--- src/verilog/gsb_map.svh ---
// gsb_map.svh: offsets, field positions, reset values and timing counts
// assumes: included by bare name; 32-bit AXI4-Lite word registers
`ifndef GSB_MAP_SVH
`define GSB_MAP_SVH

// ----------------------------------------------------------------
// register byte offsets
// ----------------------------------------------------------------
`define GSB_OFS_MODE_LO   12'h000
`define GSB_OFS_MODE_HI   12'h004
`define GSB_OFS_OUT_VAL   12'h008
`define GSB_OFS_PULL_SEL  12'h00C
`define GSB_OFS_PAD_READ  12'h010
`define GSB_OFS_NET_STATE 12'h014

// ----------------------------------------------------------------
// field layout and reset values
// ----------------------------------------------------------------
`define GSB_NUM_PADS      10
`define GSB_IND_PAD       0
`define GSB_MON_PAD       4
`define GSB_MODE_INPUT    2'h0
`define GSB_MODE_OUTPUT   2'h1
`define GSB_MODE_ALT      2'h2
`define GSB_RST_OUT_VAL   10'h000
`define GSB_RST_PULL_SEL  10'h000
`define GSB_RST_NET_STATE 3'h0
`define GSB_RESP_OKAY     2'h0
`define GSB_RESP_SLVERR   2'h2

// ----------------------------------------------------------------
// timing (ms) and clock rate
// ----------------------------------------------------------------
`define GSB_CLK_HZ        100000000
`define GSB_TICK_HZ       1000
`define GSB_FAST_PER_MS   1000
`define GSB_FAST_ON_MS    500
`define GSB_SLOW_PER_MS   3000
`define GSB_SLOW_ON_MS    300
`define GSB_TICK_CYC      (`GSB_CLK_HZ / `GSB_TICK_HZ)

`endif

--- src/verilog/gsb_pkg.sv ---
// gsb_pkg.sv: types shared by the port block and its blinker
// assumes: gsb_map.svh gives the numbers
package gsb_pkg;

  // ----------------------------------------------------------------
  // service states shown on the indicator
  // ----------------------------------------------------------------
  typedef enum logic [2:0]
  {
    GSB_NET_OFF,
    GSB_NET_SEARCH,
    GSB_NET_REGISTERED,
    GSB_NET_CALL
  } gsb_net_t;

  typedef struct packed
  {
    logic [9:0] out_en;
    logic [9:0] out_val;
    logic [9:0] pull_up;
    logic [9:0] pull_down;
  } gsb_pad_drv_t;

endpackage

--- src/verilog/gsb_blinker.sv ---
// gsb_blinker.sv: lamp pattern generator for the service indicator
// assumes: aclk 100 MHz; net_state from logic on the same clock
`timescale 1ns/1ps
`include "gsb_map.svh"
module gsb_blinker
#(
  parameter int TICK_CYC = `GSB_TICK_CYC
)
(
  input  wire logic             aclk,
  input  wire logic             aresetn,
  input  wire gsb_pkg::gsb_net_t net_state,
  output logic                  lamp_on
);

  logic [31:0]       pre_ff;
  logic [31:0]       nxt_pre;
  logic [11:0]       ms_ff;
  logic [11:0]       nxt_ms;
  gsb_pkg::gsb_net_t last_ff;
  gsb_pkg::gsb_net_t nxt_last;
  logic              lamp_ff;
  logic              nxt_lamp;
  logic              tick;

  assign lamp_on = lamp_ff;

  always_comb
  begin
    tick     = (pre_ff == 32'(TICK_CYC - 1));
    nxt_pre  = tick ? 32'h0000_0000 : pre_ff + 32'h0000_0001;
    nxt_ms   = ms_ff;
    nxt_last = net_state;
    if (net_state != last_ff)
    begin
      nxt_pre = 32'h0000_0000;
      nxt_ms  = 12'h000;
    end
    else if (tick)
    begin
      unique case (net_state)
        gsb_pkg::GSB_NET_SEARCH:
          nxt_ms = (ms_ff == 12'(`GSB_FAST_PER_MS - 1)) ? 12'h000
                   : ms_ff + 12'h001;
        gsb_pkg::GSB_NET_REGISTERED:
          nxt_ms = (ms_ff == 12'(`GSB_SLOW_PER_MS - 1)) ? 12'h000
                   : ms_ff + 12'h001;
        default:
          nxt_ms = 12'h000;
      endcase
    end
    unique case (nxt_last)
      gsb_pkg::GSB_NET_OFF:        nxt_lamp = 1'b0;
      gsb_pkg::GSB_NET_CALL:       nxt_lamp = 1'b1;
      gsb_pkg::GSB_NET_SEARCH:
        nxt_lamp = (nxt_ms < 12'(`GSB_FAST_ON_MS));
      gsb_pkg::GSB_NET_REGISTERED:
        nxt_lamp = (nxt_ms < 12'(`GSB_SLOW_ON_MS));
      default:                     nxt_lamp = 1'b0;
    endcase
  end

  always_ff @(posedge aclk)
  begin
    if (!aresetn)
    begin
      pre_ff  <= 32'h0000_0000;
      ms_ff   <= 12'h000;
      last_ff <= gsb_pkg::GSB_NET_OFF;
      lamp_ff <= 1'b0;
    end
    else
    begin
      pre_ff  <= nxt_pre;
      ms_ff   <= nxt_ms;
      last_ff <= nxt_last;
      lamp_ff <= nxt_lamp;
    end
  end

endmodule

--- src/verilog/gsb_pad_sync.sv ---
// gsb_pad_sync.sv: two-stage synchroniser for the pad input levels
// assumes: pad levels are asynchronous to aclk
`timescale 1ns/1ps
module gsb_pad_sync
#(
  parameter int WIDTH = 10
)
(
  input  wire logic             aclk,
  input  wire logic             aresetn,
  input  wire logic [WIDTH-1:0] async_in,
  output logic      [WIDTH-1:0] sync_out
);

  logic [WIDTH-1:0] meta_ff;
  logic [WIDTH-1:0] sync_ff;

  assign sync_out = sync_ff;

  // first stage feeds only the second
  always_ff @(posedge aclk)
  begin
    if (!aresetn)
    begin
      meta_ff <= '0;
      sync_ff <= '0;
    end
    else
    begin
      meta_ff <= async_in;
      sync_ff <= meta_ff;
    end
  end

endmodule

--- src/verilog/gsb_gpio_port.sv ---
// gsb_gpio_port.sv: ten-pad GPIO port with service indicator blinker
// assumes: AXI4-Lite master on aclk; pads resolved outside from enables
//
// How it works
// - each pad picks input, output or alternate
// - input pads read the synchronised pad level
// - output pads drive written value, read back
// - alternate pads follow their internal function
// - pad one indicator, pad five transmit monitor
// - reset leaves all pads input, pulled down
// - per-pad pull-up or pull-down selection
// - outputs drive push-pull, both levels
// - indicator pin drives the inverted lamp
// - off steady dark, call steady lit
// - searching blinks 1 s period, 0.5 s lit
// - registered blinks 3 s period, 0.3 s lit
//
// Decided for this implementation: the AXI4-Lite slave port and the register addresses.
`timescale 1ns/1ps
`include "gsb_map.svh"
module gsb_gpio_port
#(
  parameter int NUM_PADS = `GSB_NUM_PADS,
  parameter int TICK_CYC = `GSB_TICK_CYC
)
(
  input  wire logic                aclk,
  input  wire logic                aresetn,
  input  wire logic [11:0]         s_axi_awaddr,
  input  wire logic                s_axi_awvalid,
  output logic                     s_axi_awready,
  input  wire logic [31:0]         s_axi_wdata,
  input  wire logic [3:0]          s_axi_wstrb,
  input  wire logic                s_axi_wvalid,
  output logic                     s_axi_wready,
  output logic [1:0]               s_axi_bresp,
  output logic                     s_axi_bvalid,
  input  wire logic                s_axi_bready,
  input  wire logic [11:0]         s_axi_araddr,
  input  wire logic                s_axi_arvalid,
  output logic                     s_axi_arready,
  output logic [31:0]              s_axi_rdata,
  output logic [1:0]               s_axi_rresp,
  output logic                     s_axi_rvalid,
  input  wire logic                s_axi_rready,
  input  wire logic [NUM_PADS-1:0] pad_in,
  output logic [NUM_PADS-1:0]      pad_out,
  output logic [NUM_PADS-1:0]      pad_oe,
  output logic [NUM_PADS-1:0]      pad_pull_up,
  output logic [NUM_PADS-1:0]      pad_pull_down,
  input  wire logic                rf_transmit_monitor
);

  // ----------------------------------------------------------------
  // state
  // ----------------------------------------------------------------
  logic [2*NUM_PADS-1:0] mode_ff;
  logic [2*NUM_PADS-1:0] nxt_mode;
  logic [NUM_PADS-1:0]   outv_ff;
  logic [NUM_PADS-1:0]   nxt_outv;
  logic [NUM_PADS-1:0]   pull_ff;
  logic [NUM_PADS-1:0]   nxt_pull;
  gsb_pkg::gsb_net_t     net_ff;
  gsb_pkg::gsb_net_t     nxt_net;
  logic                  aw_ff;
  logic                  nxt_aw;
  logic [11:0]           awaddr_ff;
  logic [11:0]           nxt_awaddr;
  logic                  w_ff;
  logic                  nxt_w;
  logic [31:0]           wdata_ff;
  logic [31:0]           nxt_wdata;
  logic [3:0]            wstrb_ff;
  logic [3:0]            nxt_wstrb;
  logic                  bvalid_ff;
  logic                  nxt_bvalid;
  logic [1:0]            bresp_ff;
  logic [1:0]            nxt_bresp;
  logic                  rvalid_ff;
  logic                  nxt_rvalid;
  logic [31:0]           rdata_ff;
  logic [31:0]           nxt_rdata;
  logic [1:0]            rresp_ff;
  logic [1:0]            nxt_rresp;
  logic [NUM_PADS-1:0]   pad_sync;
  logic                  mon_sync;
  logic                  mon_meta_ff;
  logic                  mon_ff;
  logic                  lamp_on;
  logic [NUM_PADS-1:0]   pad_rd;
  gsb_pkg::gsb_pad_drv_t drv_ff;
  gsb_pkg::gsb_pad_drv_t nxt_drv;
  logic                  do_wr;

  // merge a write word into a register under byte strobes
  function automatic logic [31:0] wr_merge(input logic [31:0] old_v,
                                           input logic [31:0] new_v,
                                           input logic [3:0]  strb);
    logic [31:0] res;
    res = old_v;
    for (int b = 0; b < 4; b++)
      if (strb[b])
        res[8*b +: 8] = new_v[8*b +: 8];
    return res;
  endfunction

  // two-bit mode field of one pad
  function automatic logic [1:0] pad_mode(input logic [2*NUM_PADS-1:0] m,
                                          input int                    p);
    return m[2*p +: 2];
  endfunction

  // ----------------------------------------------------------------
  // pad input synchronisers and blinker
  // ----------------------------------------------------------------
  gsb_pad_sync #(.WIDTH(NUM_PADS)) u_sync
  (
    .aclk     (aclk),
    .aresetn  (aresetn),
    .async_in (pad_in),
    .sync_out (pad_sync)
  );

  gsb_blinker #(.TICK_CYC(TICK_CYC)) u_blink
  (
    .aclk      (aclk),
    .aresetn   (aresetn),
    .net_state (net_ff),
    .lamp_on   (lamp_on)
  );

  // monitor comes from radio logic in another domain, so it is synced
  always_ff @(posedge aclk)
  begin
    if (!aresetn)
    begin
      mon_meta_ff <= 1'b0;
      mon_ff      <= 1'b0;
    end
    else
    begin
      mon_meta_ff <= rf_transmit_monitor;
      mon_ff      <= mon_meta_ff;
    end
  end
  assign mon_sync = mon_ff;

  // ----------------------------------------------------------------
  // pad drive
  // ----------------------------------------------------------------
  always_comb
  begin
    nxt_drv = '0;
    for (int p = 0; p < NUM_PADS; p++)
    begin
      nxt_drv.pull_up[p]   = pull_ff[p];
      nxt_drv.pull_down[p] = ~pull_ff[p];
      unique case (pad_mode(mode_ff, p))
        `GSB_MODE_OUTPUT:
        begin
          nxt_drv.out_en[p]  = 1'b1;
          nxt_drv.out_val[p] = outv_ff[p];
        end
        // alternate on a pad without a function stays undriven
        `GSB_MODE_ALT:
        begin
          if (p == `GSB_IND_PAD)
          begin
            nxt_drv.out_en[p]  = 1'b1;
            nxt_drv.out_val[p] = ~lamp_on;
          end
          else if (p == `GSB_MON_PAD)
          begin
            nxt_drv.out_en[p]  = 1'b1;
            nxt_drv.out_val[p] = mon_sync;
          end
        end
        default:
        begin
          // spare mode 3 behaves as input
          nxt_drv.out_en[p]  = 1'b0;
          nxt_drv.out_val[p] = 1'b0;
        end
      endcase
    end
  end

  // registered so mode and level reach the pad together
  assign pad_out       = drv_ff.out_val;
  assign pad_oe        = drv_ff.out_en;
  assign pad_pull_up   = drv_ff.pull_up;
  assign pad_pull_down = drv_ff.pull_down;

  // input pads show the pad, output pads the driven value
  always_comb
  begin
    for (int p = 0; p < NUM_PADS; p++)
      pad_rd[p] = (pad_mode(mode_ff, p) == `GSB_MODE_OUTPUT) ? outv_ff[p]
                  : pad_sync[p];
  end

  // ----------------------------------------------------------------
  // AXI4-Lite slave
  // ----------------------------------------------------------------
  // one write and one read at a time; readies fall while an answer waits
  assign s_axi_awready = ~aw_ff & ~bvalid_ff;
  assign s_axi_wready  = ~w_ff & ~bvalid_ff;
  assign s_axi_bvalid  = bvalid_ff;
  assign s_axi_bresp   = bresp_ff;
  assign s_axi_arready = ~rvalid_ff;
  assign s_axi_rvalid  = rvalid_ff;
  assign s_axi_rdata   = rdata_ff;
  assign s_axi_rresp   = rresp_ff;

  always_comb
  begin
    nxt_aw     = aw_ff;
    nxt_awaddr = awaddr_ff;
    nxt_w      = w_ff;
    nxt_wdata  = wdata_ff;
    nxt_wstrb  = wstrb_ff;
    nxt_bvalid = bvalid_ff;
    nxt_bresp  = bresp_ff;
    nxt_mode   = mode_ff;
    nxt_outv   = outv_ff;
    nxt_pull   = pull_ff;
    nxt_net    = net_ff;
    if (s_axi_awvalid && s_axi_awready)
    begin
      nxt_aw     = 1'b1;
      nxt_awaddr = s_axi_awaddr;
    end
    if (s_axi_wvalid && s_axi_wready)
    begin
      nxt_w     = 1'b1;
      nxt_wdata = s_axi_wdata;
      nxt_wstrb = s_axi_wstrb;
    end
    // commit only once address and data are both held
    do_wr = aw_ff & w_ff;
    if (do_wr)
    begin
      nxt_aw     = 1'b0;
      nxt_w      = 1'b0;
      nxt_bvalid = 1'b1;
      nxt_bresp  = `GSB_RESP_OKAY;
      unique case ({awaddr_ff[11:2], 2'b00})
        `GSB_OFS_MODE_LO:
          nxt_mode[9:0] = 10'(wr_merge(32'(mode_ff[9:0]), wdata_ff,
                                       wstrb_ff));
        `GSB_OFS_MODE_HI:
          nxt_mode[19:10] = 10'(wr_merge(32'(mode_ff[19:10]), wdata_ff,
                                         wstrb_ff));
        `GSB_OFS_OUT_VAL:
          nxt_outv = 10'(wr_merge(32'(outv_ff), wdata_ff, wstrb_ff));
        `GSB_OFS_PULL_SEL:
          nxt_pull = 10'(wr_merge(32'(pull_ff), wdata_ff, wstrb_ff));
        `GSB_OFS_NET_STATE:
        begin
          // a refused state code leaves the indicator as it was
          if (wstrb_ff[0] && wdata_ff[2:0] <= 3'h3)
            nxt_net = gsb_pkg::gsb_net_t'(wdata_ff[2:0]);
          else if (wstrb_ff[0])
            nxt_bresp = `GSB_RESP_SLVERR;
        end
        `GSB_OFS_PAD_READ: ;
        default:
          nxt_bresp = `GSB_RESP_SLVERR;
      endcase
    end
    // answer leaves once taken; no write starts while it waits
    if (bvalid_ff && s_axi_bready)
      nxt_bvalid = 1'b0;
  end

  always_comb
  begin
    nxt_rvalid = rvalid_ff;
    nxt_rdata  = rdata_ff;
    nxt_rresp  = rresp_ff;
    if (rvalid_ff && s_axi_rready)
      nxt_rvalid = 1'b0;
    if (s_axi_arvalid && s_axi_arready)
    begin
      nxt_rvalid = 1'b1;
      nxt_rresp  = `GSB_RESP_OKAY;
      nxt_rdata  = 32'h0000_0000;
      unique case ({s_axi_araddr[11:2], 2'b00})
        `GSB_OFS_MODE_LO:   nxt_rdata = 32'(mode_ff[9:0]);
        `GSB_OFS_MODE_HI:   nxt_rdata = 32'(mode_ff[19:10]);
        `GSB_OFS_OUT_VAL:   nxt_rdata = 32'(outv_ff);
        `GSB_OFS_PULL_SEL:  nxt_rdata = 32'(pull_ff);
        `GSB_OFS_PAD_READ:  nxt_rdata = 32'(pad_rd);
        `GSB_OFS_NET_STATE: nxt_rdata = 32'(net_ff);
        // unmapped reads answer zero with an error
        default:            nxt_rresp = `GSB_RESP_SLVERR;
      endcase
    end
  end

  // ----------------------------------------------------------------
  // registers
  // ----------------------------------------------------------------
  always_ff @(posedge aclk)
  begin
    if (!aresetn)
    begin
      mode_ff   <= '0;
      outv_ff   <= `GSB_RST_OUT_VAL;
      pull_ff   <= `GSB_RST_PULL_SEL;
      net_ff    <= gsb_pkg::GSB_NET_OFF;
      aw_ff     <= 1'b0;
      awaddr_ff <= 12'h000;
      w_ff      <= 1'b0;
      wdata_ff  <= 32'h0000_0000;
      wstrb_ff  <= 4'h0;
      bvalid_ff <= 1'b0;
      bresp_ff  <= `GSB_RESP_OKAY;
      rvalid_ff <= 1'b0;
      rdata_ff  <= 32'h0000_0000;
      rresp_ff  <= `GSB_RESP_OKAY;
      // pads come up as inputs pulled down, before any write
      drv_ff    <= '{out_en: '0, out_val: '0, pull_up: '0,
                     pull_down: '1};
    end
    else
    begin
      mode_ff   <= nxt_mode;
      outv_ff   <= nxt_outv;
      pull_ff   <= nxt_pull;
      net_ff    <= nxt_net;
      aw_ff     <= nxt_aw;
      awaddr_ff <= nxt_awaddr;
      w_ff      <= nxt_w;
      wdata_ff  <= nxt_wdata;
      wstrb_ff  <= nxt_wstrb;
      bvalid_ff <= nxt_bvalid;
      bresp_ff  <= nxt_bresp;
      rvalid_ff <= nxt_rvalid;
      rdata_ff  <= nxt_rdata;
      rresp_ff  <= nxt_rresp;
      drv_ff    <= nxt_drv;
    end
  end

endmodule

--- config.mk ---
export PLATFORM = sky130hd
export DESIGN_NAME = gsb_gpio_port
export DESIGN_NICKNAME = d
export VERILOG_FILES = /design/src/verilog/gsb_pkg.sv /design/src/verilog/gsb_blinker.sv /design/src/verilog/gsb_pad_sync.sv /design/src/verilog/gsb_gpio_port.sv
export VERILOG_INCLUDE_DIRS = /design/src /design/src/verilog
export SDC_FILE = /design/constraint.sdc
export NUM_CORES = 1
export LEC_CHECK = 0
export ABC_CLOCK_PERIOD_IN_PS = 3700
export BUFFER_PORTS_ARGS = -buffer_cell sky130_fd_sc_hd__buf_2
export CAP_MARGIN = 25
export CORE_MARGIN = 8
export CORE_UTILIZATION = 40
export DETAILED_ROUTE_END_ITERATION = 8
export HOLD_SLACK_MARGIN = 0.02
export SETUP_SLACK_MARGIN = 0.15
export SLEW_MARGIN = 10
export SYNTH_ARGS = -nofsm -noshare
export SYNTH_HDL_FRONTEND = slang
export SYNTH_SLANG_ARGS = --single-unit
--- constraint.sdc ---
create_clock -name aclk -period 3.7 [get_ports aclk]
set_input_delay 0 -clock aclk [delete_from_list [all_inputs] [get_ports aclk]]
set_output_delay 0 -clock aclk [all_outputs]
set_load 0.02 [all_outputs]
==> results.ini, run 1 <==
[outcome]
status=complete, no violations

[synth]
yosys_register_bits=191
synthTopCellsByCount=dfxtp_1 (191), nor2_1 (115), nand2_1 (97), mux2i_1 (45), a21oi_1 (42)
async_flop_share=0
netlist_instances=836
synthAdderAreaFrac=0.0113
netlist_top_cells_area=dfxtp_1 (50%), mux2i_1 (5.9%), nor2_1 (5.6%), nand2_1 (4.7%), xor2_1 (3.8%)
syn-cell-area_um2=7670
synth_compound_area_frac=0.0672
ys_types=52
synth_xor_area_frac=0.0502
ys_seq_area_frac=0.499
syn_area_per_cell_um2=9.17
synth_top_family_by_area=simple AND/OR/NAND/NOR gates
yosys_warnings=0
synth_mux_area_frac=0.0910
synth_top_area_frac=0.499
yosysMostFrequentCell=dfxtp_1
yosys.area_share.simple=0.222
ys.flop_type=dfxtp_1
synth_edf_count=0
synth_top_cell_by_area=dfxtp_1

[floorplan]
start_util=0.409
die_x_um=154
ios=159
die_area_um2=23900
core_area_um2=18800
rows=50
fp.dieH_um=154

[timing]
whs_ps=83.3
finalSetupTns_ps=0
rsz0062_at_grt=false
finalSetupViolCount=0
post-route-min-period_ps=2820
clock-skew-final_ps=11.0
tightestPinTransition_ps=772
finalHoldViolCount=0
max_slew_margin=0.481
finalCritPeriodShare=0.763
clock.fmax_mhz=354
drv_slew=0
worst_slack_ps=875

[placed_design]
hpwlAfterDp_um=12900
gp_congestion=0.832
io_buffers=106
dpl_cell_area_um2=8290
dp_slack_ps=894
dp.cells=1139

[layout]
post-route-cell-area_um2=9300
postLayoutCoreUtil=0.496
antenna_cells=0
syn_to_final_growth_pct=21.3
nets=1047
post_route_cells_drive_above_1_share=0.167
stdcell_count=1210

[clock_network]
cts_tree=yes
cts-root-buf=clkbuf_16
clock-sinks=191
clkLatencyLatePin_ps=440
cts_made_buffers=17
postCtsResizedCells=0
h-tree-depth=4
clkTransAtPathRegs_ps=80
cts.path.max_buffers=2

[global_route]
grt_antenna_before_repair=0
grt_overflow_total=0
grtUsageTotal=0.151
grt_pass1_vias=5699
grt_first_pass_wirelength_um=29000
grt_max_degree=57

[route]
postRouteAntennaNets=0
drt_wl_total_um=18000
drt-initial-drc-count=283
num_vias=5925
m1WireLength_um=8440
dr_wl_met3_um=994
top_layer=met4
detail_route.vias_per_cell=4.90
wl_met2_um=8370
routedWlPerCell_um=14.8
drc=0
dr.pass1.iters=5

[worst_hold_path]
holdPathStages=3
hp-class=primary input to register
hold_start=s_axi_awvalid
hold_end=aw_ff

[power]
p_sw_frac=0.245
internal_power_mw=3.24
power_density_nw_per_um2=461
comb_power_share=0.060
p_clk_frac=0.443
p_sw_mw=1.05
total_power_mw=4.29
peakVddDrop_mv=0.324
p_leak_nw=4.07
power_frac_seq=0.497

[worst_setup_path]
r2r_start=u_blink.pre_ff[9]
crit_arrival_ps=3150
path_max_fanout=10
crit_start=u_blink.pre_ff[9]
worst_ep_required_time_ps=4030
end_kind=register
crit_type=register to register
r2r-end=u_blink.lamp_on
setup.worst_path.start_class=register
reg2regPathDepth=8
r2r_setup_slack_ps=880

[flow_run]
drv_cap=0

-- layer usage --
| layer | vias to the layer above | global-route usage |
|---|---|---|
| li1 | 3012 | - |
| met1 | 2774 | 0.185 |
| met2 | 123 | 0.250 |
| met3 | 16 | 0.0465 |
| met4 | 0 | 0.0434 |
| met5 | - | 0 |
-- cell usage in the layout (no fill, tap or decap), types with 24 or more instances in the layout --
cell type      count
a21oi_1           42
and2_1            37
buf_2            106
conb_1            24
dfxtp_1          191
dlygate4sd3_1     39
inv_1             31
mux2i_1           45
nand2_1           97
nand3_1           26
nor2_1           115
xor2_1            33
-- cell families after synthesis --
logic type,after synthesis
other,1
multiplexers,57
XOR/XNOR,44
flip-flops,191
adder cells (fa/ha/maj),7
AO/OA/AOI/OAI,84
buffers and inverters,96
AND/OR/NAND/NOR,356
-- worst max-delay path, cell delays in order, from the launching register on --
cell and delay [ps]:
dfxtp_1 360, nor4bb_1 350, nand4_1 230, or4_1 780, nor3_4 290, mux2i_1 110
a21o_1 190, maj3_2 300, o211a_1 110
-- layout make-up --
cell class	count	area, µm²
clock buffer	18	429
clock inverter	14	193
fill	1819	9470
inverter	32	120
multi-input combinational	572	3480
sequential	191	3820
tap	234	293
timing repair buffer	149	963
-- how the worst max path moves through the flow --
| stage | slack [ps] | depth (start not counted) | to |
|---|---|---|---|
| finish | 880 | 8 | u_blink.lamp_on |
| global route | 600 | 8 | u_blink.lamp_on |
| CTS | 880 | 8 | u_blink.lamp_on |
| detailed placement | 890 | 8 | u_blink.lamp_on |
| global placement | 950 | 8 | u_blink.lamp_on |
| floorplan | 1280 | 9 | u_blink.lamp_on |
-- repair_timing --
action                    in CTS  in global routing
hold endpoints to repair      36                  0
buffers inserted               0                  0
hold buffers                  39                  0
-- power groups by stage --
stage / logic, mW / registers [mW] / clock network (mW)
floorplan: 0.161 / 2.18 / 0
global placement: 0.226 / 2.18 / 0
detailed placement: 0.228 / 2.18 / 0
CTS: 0.261 / 2.13 / 1.95
global route: 0.286 / 2.14 / 2.04
finish: 0.259 / 2.13 / 1.90
-- state kept, by name (all words and copies together) (netlist names), 10 cells and up --
register,count
u_sync.meta_ff,10
s_axi_rdata,10
outv_ff,10
u_blink.pre_ff,32
pad_pull_up,10
mode_ff,20
awaddr_ff,10
pad_oe,10
pull_ff,10
wdata_ff,10
u_sync.sync_out,10
pad_pull_down,10
u_blink.ms_ff,12
pad_out,10
Power figures use the tool's default switching activity.
==> run 2, diff against run 1 <==
ABC_CLOCK_PERIOD_IN_PS = 2800   (was 3700)
clock period = 2.8 ns   (was 3.7 ns; I/O delays follow)
==> run 2 against run 1 <==
Via count up 1.7%. Worst setup slack worse by 600 ps. Critical path type unchanged. Clock skew down 0.53 ps. Sequential share of layout area down 0.54 points. Hold slack better by 8.1 ps. Core utilization up 0.79 points. Die area unchanged. Wire length up 2.5%. Largest cell class unchanged. First-iteration DRC count up 4.9%. Critical path depth up 1. Sequential power up 32%. Register-to-register slack worse by 600 ps.
==> results.ini, run 2 (same netlist as run 1, synthesis figures left out) <==
[flow_run]
drv_cap=0  ; unchanged

[clock_network]
h-tree-depth=4  ; unchanged
clkLatencyLatePin_ps=430  ; was 440 ps
cts_made_buffers=17  ; unchanged
clock-sinks=191  ; unchanged
cts.path.max_buffers=2  ; unchanged
cts-root-buf=clkbuf_16  ; unchanged
cts_tree=yes  ; unchanged
clkTransAtPathRegs_ps=80  ; about the same

[placed_design]
io_buffers=106  ; unchanged
dp_slack_ps=195  ; was 894 ps
gp_congestion=0.844  ; was 0.832
hpwlAfterDp_um=12900  ; about the same

[floorplan]
ios=159  ; unchanged
die_x_um=154  ; unchanged
start_util=0.409  ; unchanged
core_area_um2=18800  ; unchanged
rows=50  ; unchanged
fp.dieH_um=154  ; unchanged
die_area_um2=23900  ; unchanged

[global_route]
grt_antenna_before_repair=0  ; unchanged
grt_max_degree=91  ; was 57
grt_pass1_vias=5870  ; was 5699
grt_first_pass_wirelength_um=30000  ; was 29000 µm
grt_overflow_total=0  ; unchanged
grtUsageTotal=0.155  ; was 0.151

[timing]
drv_slew=0  ; unchanged
max_slew_margin=0.562  ; was 0.481
clock-skew-final_ps=10.5  ; was 11.0 ps
rsz0062_at_grt=false  ; unchanged
worst_slack_ps=271  ; was 875 ps
clock.fmax_mhz=395  ; was 354 MHz
post-route-min-period_ps=2530  ; was 2820 ps
finalCritPeriodShare=0.903  ; was 0.763
whs_ps=91.4  ; was 83.3 ps
tightestPinTransition_ps=655  ; was 772 ps
finalSetupTns_ps=0  ; unchanged
finalHoldViolCount=0  ; unchanged
finalSetupViolCount=0  ; unchanged

[layout]
antenna_cells=0  ; unchanged
final_common_cell=dfxtp_1  ; unchanged
postLayoutCoreUtil=0.504  ; was 0.496
post_route_cells_drive_above_1_share=0.190  ; was 0.167
syn_to_final_growth_pct=23.2  ; was 21.3%
largest_registers=u_blink.pre_ff: 32 flops, mode_ff: 20 flops, u_blink.ms_ff: 12 flops  ; unchanged
largest_reg_flops=32  ; unchanged
nets=1059  ; was 1047
final_cell_mix=dfxtp_1 (185), nor2_1 (115), buf_2 (106)  ; was dfxtp_1 (191), nor2_1 (115), buf_2 (106)
largest_register=u_blink.pre_ff  ; unchanged
nFillCells=1819  ; unchanged

[power]
peakVddDrop_mv=0.513  ; was 0.324 mV
power_density_nw_per_um2=587  ; was 461 nW/µm²
total_power_mw=5.55  ; was 4.29 mW
p_leak_nw=4.12  ; was 4.07 nW

[route]
drt-initial-drc-count=297  ; was 283
postRouteAntennaNets=0  ; unchanged
drt_wl_total_um=18400  ; was 18000 µm
detail_route.vias_per_cell=4.93  ; was 4.90
num_vias=6025  ; was 5925
drc=0  ; unchanged
routedWlPerCell_um=15.1  ; was 14.8 µm
dr.pass1.iters=5  ; unchanged

[worst_setup_path]
end_kind=register  ; unchanged
r2r-end=u_blink.lamp_on  ; unchanged
r2r_setup_slack_ps=270  ; was 880 ps
crit_arrival_ps=2850  ; was 3150 ps
setup.worst_path.start_class=register  ; unchanged
critPathCapture=u_blink.lamp_on  ; unchanged
r2r_start=u_blink.pre_ff[5]  ; was u_blink.pre_ff[9]
path_max_fanout=10  ; unchanged
crit_start=u_blink.pre_ff[5]  ; was u_blink.pre_ff[9]
reg2regPathDepth=9  ; was 8
worst_ep_required_time_ps=3120  ; was 4030 ps
crit_type=register to register  ; unchanged

[worst_hold_path]
hp-class=primary input to register  ; unchanged

[outcome]
status=complete, no violations  ; unchanged

==> run 2: area by class of cell <==
class,instances,area (µm²),area share
well taps,234,293,0.0310
flip-flops and latches,191,3830,0.406
inverters,32,120,0.0127
clock buffers,18,439,0.0465
clock inverters,13,146,0.0155
repair buffers,161,1070,0.113
multi-input cells,572,3550,0.376
==> run 2: worst max-delay path, cell delays in order, from the launching register on <==
cell,delay [ps]
dfxtp_1,340
nor4_1,310
nand4_1,200
or4_4,510
buf_6,160
nor3_4,220
mux2i_1,100
a21o_1,180
maj3_2,300
o211a_1,110
==> run 2: repair_timing <==
item,in CTS,in global routing
endpoints found under the hold margin,36,0
hold buffers,39,0
buffers inserted,0,1
setup endpoints to repair,0,1
gates resized for setup,0,18
==> run 2: layer usage <==
| metal | vias up | global-route usage | wire [µm] |
|---|---|---|---|
| met5 | - | 0 | 0 |
| met3 | 14 | 0.0513 | 1140 |
| met1 | 2837 | 0.197 | 8510 |
| met2 | 137 | 0.246 | 8500 |
| met4 | 0 | 0.0467 | 261 |
| li1 | 3037 | - | - |
==> run 2: power breakdown <==
part | total [mW] | switching (mW) | internal [mW]
registers | 2.81 | 0.0447 | 2.77
clock network | 2.39 | 1.11 | 1.28
logic | 0.345 | 0.206 | 0.139
==> run 2: how the worst min path moves through the flow <==
stage	to	start	cells past startpoint	slack, ps
after detailed placement	s_axi_rvalid	s_axi_rready	2	190
after floorplan	s_axi_rvalid	s_axi_rready	1	100
after CTS	aw_ff	s_axi_awvalid	3	80
final	aw_ff	s_axi_awvalid	3	90
after global placement	s_axi_rvalid	s_axi_rready	2	200
after global routing	pad_pull_down[2]	aresetn	3	110
==> run 2: stage by stage <==
| step | cells | area, µm² |
|---|---|---|
| 2_1_floorplan | 859 | 7760 |
| 3_3_place_gp | 1150 | 8390 |
| 3_5_place_dp | 1150 | 8390 |
| 4_1_cts | 1220 | 9360 |
| 5_1_grt | 1221 | 9450 |
| 6_report | 1221 | 9450 |
